## src/inc/rtr_consts.vh

```
`ifndef RTR_CONSTS_VH
`define RTR_CONSTS_VH
`define TICK_DIV_W 3
`define TICK_CNT_W 7
`define TICK_CNT_ZERO 7'h00
`define TICK_CNT_ONE 7'h01
`define SYNC_PRESET 4'hF
`define TICK_DIV_RESET 3'h0
`define CLK_DIV_RESET 3'h1
`define WDOG_CNT_W 15
`define WDOG_CNT_CLEAR 15'h0000
`define PC_W 16
`define PC_RESET 16'h0000
`define RETAIN_LO 16'hF000
`define RETAIN_HI 16'hFFFF
`define LOST_LO 16'hFDA2
`define LOST_HI 16'hFEFF
`define IO_W 8
`define PORT_ONE_NOPULL 8'h03
`define ALL_PULL 8'hFF
`define ALL_ZERO 8'h00
`define CAL_W 8
`endif

```

## src/verilog/reset_tick_retention_control.v

```verilog
`timescale 1ns/1ps
`include "rtr_consts.vh"
// Function
// one shared tick enable prescales all four peripheral timers.
// tick rate spans reference divided by 1 up to 128 (26 MHz down to about 0.203 MHz).
// divider select n gives reference divided by two to the power n.
// software must not select a tick faster than the system clock divider.
// data memory 0xF000 to 0xFFFF is kept in sleep levels two and three.
// data memory 0xFDA2 to 0xFEFF is lost on entering sleep levels two and three.
// processor, peripheral and radio registers keep values across deep sleep.
// the watchdog 15-bit counter is cleared on entering deep sleep.
// the fast RC oscillator calibration returns to default on waking.
// reset comes from the pin, power-on, supply droop, or watchdog timeout.
// after reset all pins are inputs with pull-up except port one bits zero and one.
// after reset the program counter is loaded with 0x0000.
// after reset peripheral registers take reset values and the watchdog is off.
// power-on and droop detectors hold reset until supply exceeds both thresholds.
// the droop detector watches only the 1.8 V core supply.
module reset_tick_retention_control (
  input wire REF_CLK,
  input wire RESET,
  input wire RESET_PIN_N,
  input wire POWER_ON_DETECT_N,
  input wire SUPPLY_DROOP_DETECT_N,
  input wire WATCHDOG_TIMEOUT,
  input wire [`TICK_DIV_W-1:0] TIMER_TICK_DIVIDER_SELECT,
  input wire [`TICK_DIV_W-1:0] SYSTEM_CLOCK_DIVIDER_SELECT,
  input wire SLEEP_LEVEL_TWO,
  input wire SLEEP_LEVEL_THREE,
  input wire [`PC_W-1:0] MEM_ADDR,
  input wire [`CAL_W-1:0] RC_CAL_DEFAULT,
  output wire TIMER_TICK,
  output reg SYSTEM_RESET,
  output reg [`PC_W-1:0] PC_LOAD_VALUE,
  output reg PERIPH_REG_INIT,
  output reg WATCHDOG_ENABLE,
  output reg WATCHDOG_COUNT_CLEAR,
  output reg [`IO_W-1:0] PORT_DIR_OUT,
  output reg [`IO_W-1:0] PORT_ONE_PULL_UP,
  output reg REGISTERS_RETAINED,
  output reg MEM_ADDR_RETAINED,
  output reg MEM_ADDR_LOST,
  output reg RC_CAL_RESTORE,
  output reg [`CAL_W-1:0] RC_CAL_VALUE
);
  ////////////////////////////////////////////////////////////////
  // declarations
  reg [3:0] sync1;
  reg [3:0] sync2;
  reg deep_d;
  wire [3:0] raw_src;
  wire any_reset;
  wire [`TICK_DIV_W-1:0] eff_div;
  wire deep;
  wire deep_entry;
  wire deep_exit;
  wire addr_lost;
  wire addr_kept;
  ////////////////////////////////////////////////////////////////
  // shared decode
  function in_range;
    input [`PC_W-1:0] a;
    input [`PC_W-1:0] lo;
    input [`PC_W-1:0] hi;
    begin
      in_range = (a >= lo) && (a <= hi);
    end
  endfunction

  function [`TICK_DIV_W-1:0] slower_div;
    input [`TICK_DIV_W-1:0] tick_sel;
    input [`TICK_DIV_W-1:0] sys_sel;
    begin
      if (tick_sel < sys_sel) begin
        slower_div = sys_sel;
      end else begin
        slower_div = tick_sel;
      end
    end
  endfunction
  ////////////////////////////////////////////////////////////////
  // pin and detector synchronisers
  // preset high so internal reset outlasts the release
  assign raw_src = {WATCHDOG_TIMEOUT, ~SUPPLY_DROOP_DETECT_N, ~POWER_ON_DETECT_N,
    ~RESET_PIN_N};

  always @(posedge REF_CLK) begin
    if (RESET) begin
      sync1 <= `SYNC_PRESET;
    end else begin
      sync1 <= raw_src;
    end
  end

  always @(posedge REF_CLK) begin
    if (RESET) begin
      sync2 <= `SYNC_PRESET;
    end else begin
      sync2 <= sync1;
    end
  end

  // any source asserts reset; detectors keep it while the supply is low
  assign any_reset = RESET | (|sync2);
  ////////////////////////////////////////////////////////////////
  // timer tick
  // clamped so a tick never outruns the system clock
  assign eff_div = slower_div(TIMER_TICK_DIVIDER_SELECT, SYSTEM_CLOCK_DIVIDER_SELECT);

  tick_prescaler tick_prescaler_i (
    .REF_CLK(REF_CLK),
    .RESET(any_reset),
    .DIV_SEL(eff_div),
    .TICK(TIMER_TICK)
  );
  ////////////////////////////////////////////////////////////////
  // sleep tracking
  assign deep = SLEEP_LEVEL_TWO | SLEEP_LEVEL_THREE;
  assign deep_entry = deep & ~deep_d;
  assign deep_exit = ~deep & deep_d;

  always @(posedge REF_CLK) begin
    if (any_reset) begin
      deep_d <= 1'b0;
    end else begin
      deep_d <= deep;
    end
  end
  ////////////////////////////////////////////////////////////////
  // post-reset state
  always @(posedge REF_CLK) begin
    if (any_reset) begin
      SYSTEM_RESET <= 1'b1;
    end else begin
      SYSTEM_RESET <= 1'b0;
    end
  end

  always @(posedge REF_CLK) begin
    if (any_reset) begin
      PC_LOAD_VALUE <= `PC_RESET;
    end else begin
      PC_LOAD_VALUE <= `PC_RESET;
    end
  end

  always @(posedge REF_CLK) begin
    if (any_reset) begin
      PERIPH_REG_INIT <= 1'b1;
    end else begin
      PERIPH_REG_INIT <= 1'b0;
    end
  end

  // held at zero after reset; nothing here enables it
  always @(posedge REF_CLK) begin
    if (any_reset) begin
      WATCHDOG_ENABLE <= 1'b0;
    end else begin
      WATCHDOG_ENABLE <= WATCHDOG_ENABLE;
    end
  end

  always @(posedge REF_CLK) begin
    if (any_reset) begin
      PORT_DIR_OUT <= `ALL_ZERO;
    end else begin
      PORT_DIR_OUT <= PORT_DIR_OUT;
    end
  end

  // port one bits zero and one have no pull to enable
  always @(posedge REF_CLK) begin
    if (any_reset) begin
      PORT_ONE_PULL_UP <= `ALL_PULL & ~`PORT_ONE_NOPULL;
    end else begin
      PORT_ONE_PULL_UP <= PORT_ONE_PULL_UP;
    end
  end
  ////////////////////////////////////////////////////////////////
  // deep sleep effects
  // clear pulse on sleep entry
  always @(posedge REF_CLK) begin
    if (any_reset) begin
      WATCHDOG_COUNT_CLEAR <= 1'b1;
    end else begin
      WATCHDOG_COUNT_CLEAR <= deep_entry;
    end
  end

  // registers survive; no reinit strobe in sleep
  always @(posedge REF_CLK) begin
    if (any_reset) begin
      REGISTERS_RETAINED <= 1'b0;
    end else begin
      REGISTERS_RETAINED <= 1'b1;
    end
  end

  // calibration back to default on wake
  always @(posedge REF_CLK) begin
    if (any_reset) begin
      RC_CAL_RESTORE <= 1'b1;
    end else begin
      RC_CAL_RESTORE <= deep_exit;
    end
  end

  // default sampled only on wake or reset, so a changing default is not tracked
  always @(posedge REF_CLK) begin
    if (any_reset) begin
      RC_CAL_VALUE <= RC_CAL_DEFAULT;
    end else begin
      if (deep_exit) begin
        RC_CAL_VALUE <= RC_CAL_DEFAULT;
      end else begin
        RC_CAL_VALUE <= RC_CAL_VALUE;
      end
    end
  end
  ////////////////////////////////////////////////////////////////
  // memory retention classification
  // lost window taken out since it sits inside the kept range
  assign addr_lost = in_range(MEM_ADDR, `LOST_LO, `LOST_HI);
  assign addr_kept = in_range(MEM_ADDR, `RETAIN_LO, `RETAIN_HI) & ~addr_lost;

  always @(posedge REF_CLK) begin
    if (any_reset) begin
      MEM_ADDR_LOST <= 1'b0;
    end else begin
      MEM_ADDR_LOST <= addr_lost;
    end
  end

  always @(posedge REF_CLK) begin
    if (any_reset) begin
      MEM_ADDR_RETAINED <= 1'b0;
    end else begin
      MEM_ADDR_RETAINED <= addr_kept;
    end
  end

  // one cycle of latency on both flags keeps them glitch free
endmodule

```

## src/verilog/tick_prescaler.v

```verilog
`timescale 1ns/1ps
`include "rtr_consts.vh"
module tick_prescaler (
  input wire REF_CLK,
  input wire RESET,
  input wire [`TICK_DIV_W-1:0] DIV_SEL,
  output wire TICK
);
  reg [`TICK_CNT_W-1:0] count;
  reg [`TICK_CNT_W-1:0] mask;
  // divide by two to the power of the select value
  always @* begin
    mask = ({`TICK_CNT_W{1'b1}} >> (`TICK_CNT_W - DIV_SEL));
  end
  assign TICK = ((count & mask) == `TICK_CNT_ZERO);
  always @(posedge REF_CLK) begin
    if (RESET) begin
      count <= `TICK_CNT_ZERO;
    end else begin
      count <= count + `TICK_CNT_ONE;
    end
  end
endmodule
```

## config.mk

```make
export PLATFORM = sky130hd
export DESIGN_NAME = reset_tick_retention_control
export DESIGN_NICKNAME = d
export VERILOG_FILES = /design/src/verilog/reset_tick_retention_control.v /design/src/verilog/tick_prescaler.v
export VERILOG_INCLUDE_DIRS = /design/src /design/src/inc
export SDC_FILE = /design/constraint.sdc
export NUM_CORES = 1
export LEC_CHECK = 0
export BUFFER_PORTS_ARGS = -buffer_cell sky130_fd_sc_hd__buf_4
export CAP_MARGIN = 20
export CORE_ASPECT_RATIO = 0.5
export CORE_UTILIZATION = 45
export CTS_BUF_LIST = sky130_fd_sc_hd__clkbuf_16
export DETAILED_ROUTE_END_ITERATION = 6
export GPL_TIMING_DRIVEN = 0
export HOLD_SLACK_MARGIN = 0.05
export PLACE_DENSITY = 0.87
export SLEW_MARGIN = 10
export SYNTH_ARGS = -nofsm -noshare
export SYNTH_HDL_FRONTEND = slang
export SYNTH_SLANG_ARGS = --single-unit
export TNS_END_PERCENT = 10
```

## constraint.sdc

```tcl
create_clock -name REF_CLK -period 3.6 [get_ports REF_CLK]
set_input_delay 0.9 -clock REF_CLK [delete_from_list [all_inputs] [get_ports REF_CLK]]
set_output_delay 0.9 -clock REF_CLK [all_outputs]
set_load 0.02 [all_outputs]
```

==> results.py <==
metrics = {
    "setup_path": {
        "cp-start-kind": "input port",
        "r2r_setup_slack_ns": 2.04,
        "end_kind": "output pin",
        "crit_type": "input port to output pin",
        "crit_fanout": 4,
        "cp.required_ns": 2.70,
        "arrival_ns": 2.36,
    },
    "sta": {
        "period_share": 0.904,
        "skew_ns": 0.00220,
        "max_freq_mhz": 307,
        "tns_ns": 0,
        "timing_hold_violations_final": 0,
        "period_minus_slack_ns": 3.26,
        "rsz0062_at_grt": "no",
        "finalMaxSlewViolations": 0,
        "setup_viol": 0,
    },
    "yosys": {
        "synth_commonest_cells": "buf_4, dfxtp_1, nor2_1",
        "synth_area_leaders": "dfxtp_1, buf_4, edfxtp_1",
        "synth-edff-count": 8,
        "yosysUniqueCellTypes": 29,
        "async_flop_share": 0,
        "yosysWarnings": 0,
        "synth_ff_type": "dfxtp_1",
        "avgSynthCellArea_um2": 10.0,
        "syn_area_mm2": 0.00139,
        "yosysTopAreaCellShare": 0.316,
        "synth.largest_area_cell": "dfxtp_1",
        "yosysMostFrequentCell": "buf_4",
        "ys_ff_latch": 30,
        "synth_cells": 139,
        "yosysSeqAreaShare": 0.489,
    },
    "clock_network": {
        "clk_path_buf_depth": 2,
        "clock_sinks": 30,
        "cts.htree.levels": 2,
        "cts_tree": "built",
        "postCtsHoldBufs": 0,
        "cts-root-buf": "clkbuf_16",
        "clk_pin_slew_ns": 0.05,
        "cts_resized": 0,
        "cts_buffers": 5,
        "postCtsSetupRepairBufs": 0,
        "clk_latency_ns": 0.27,
    },
    "die": {
        "die_h_um": 41.3,
        "core_area_mm2": 0.00277,
        "rows": 13,
        "start_util": 0.504,
        "die_x_um": 80.7,
        "ios": 87,
        "dieArea_mm2": 0.00333,
    },
    "routing": {
        "wl_mm": 3.07,
        "vias_per_cell": 4.25,
        "wl_per_cell_um": 11.5,
        "drtIter0Drc": 47,
        "ant_nets": 0,
        "drt_pre_antenna_iters": 4,
        "num_vias": 1134,
        "drc_errors": 0,
    },
    "placed_design": {
        "post-place-cells": 259,
        "place.gp.congestion": 0.736,
        "dpl.hpwl_mm": 2.16,
        "port_buffers": 52,
    },
    "pwr": {
        "p_leak_nw": 1.09,
        "power_density_mw_per_mm2": 416,
        "vdd_drop_max_uv": 230,
        "power.total_mw": 0.867,
    },
    "global_route": {
        "grt.overflow.total": 0,
        "antenna_found_initial": 0,
        "grt_start_max_net_pins": 11,
        "first_global_vias": 1038,
        "grt.total_usage": 0.182,
        "grt_pass1_wl_mm": 4.26,
    },
    "cells_and_area": {
        "nNetsFinal": 271,
        "layout-drive-gt1-share": 0.426,
        "antenna_cells": 0,
        "stdcell_count": 267,
        "final_core_util": 0.753,
        "area_delta_synth_final_pct": 49.6,
    },
    "outcome": {
        "run_status": "finished clean",
    },
    "min_path": {
        "hold_class": "flop to flop",
    },
    "run": {
        "maxCapViolations": 0,
    },
}
## registers in the layout, indices dropped and copies added (netlist names)
register                flops
MEM_ADDR_LOST               1
REGISTERS_RETAINED          1
deep_d                      1
RC_CAL_RESTORE              1
tick_prescaler_i.count      7
MEM_ADDR_RETAINED           1
RC_CAL_VALUE                8
sync1                       4
sync2                       4
WATCHDOG_COUNT_CLEAR        1
PERIPH_REG_INIT             1
## per-stage QoR
step           area (um^2)  worst slack (ns)  hold slack (ns)
2_1_floorplan         1510             0.406            0.389
3_3_place_gp          1950             0.404            0.392
3_5_place_dp          1950             0.418            0.394
4_1_cts               2080             0.353            0.405
5_1_grt               2080             0.235            0.417
6_report              2080             0.344            0.403
## critical path: stages
cell and delay, ns:
buf_4 0.11, inv_1 0.08, ha_1 0.26, nand2b_1 0.15, o21ai_0 0.26, a31oi_1 0.13, a211oi_1 0.21, nor3b_1 0.09
buf_4 0.16
## layout by cell type, fill, tap and decap left out, types with 2 or more instances in the layout
cell,n
edfxtp_1,8
dfxtp_1,22
a21oi_1,2
nor2_1,12
ha_1,4
buf_4,86
xor2_1,2
or2_2,5
inv_1,9
o211a_1,3
xnor2_1,3
conb_1,33
nand2b_1,6
a21o_1,2
clkbuf_16,5
and3_1,3
o21ai_0,4
nand2_1,5
nand3_1,2
nor3_1,2
## cells by family after synthesis
family                   after synthesis  share of synthesized area
XOR/XNOR                               5                     0.0315
buffers and inverters                 42                      0.205
other                                  2                    0.00539
flip-flops                            30                      0.489
AO/OA/AOI/OAI                         17                     0.0881
adder cells (fa/ha/maj)                4                     0.0359
AND/OR/NAND/NOR                       39                      0.146
## final timing paths
kind,end,startpoint,cells after the start
worst min-delay path,sync2[0],sync1[0],1
worst max-delay path,TIMER_TICK,SYSTEM_CLOCK_DIVIDER_SELECT[2],9
worst min register to register,sync2[0],sync1[0],1
worst max register to register,RC_CAL_VALUE[1],sync2[1],4
## layer usage
metal,track usage,up-vias,share of wire
met1,0.175,503,0.37
met3,0.0500,6,0.065
li1,-,572,-
met5,0,-,0
met4,0.112,0,0.018
met2,0.379,53,0.55
## where the power goes
group	internal [mW]	switching [mW]	leakage, nW	total, mW
combinational	0.0644	0.0620	0.752	0.126
sequential	0.356	0.00238	0.264	0.358
clock	0.249	0.134	0.0724	0.383
total	0.669	0.198	1.09	0.867
## layout make-up
class                   instances  area [um^2]
well taps                      37         46.3
clock buffers                   5          125
fillers                       206          682
flip-flops and latches         30          681
multi-input cells              98          543
repair buffers                 52          390
inverters                       8         30.0
plain buffers                  34          255
clock inverters                 3         12.5
No activity file was read; power rests on OpenSTA's default activity.
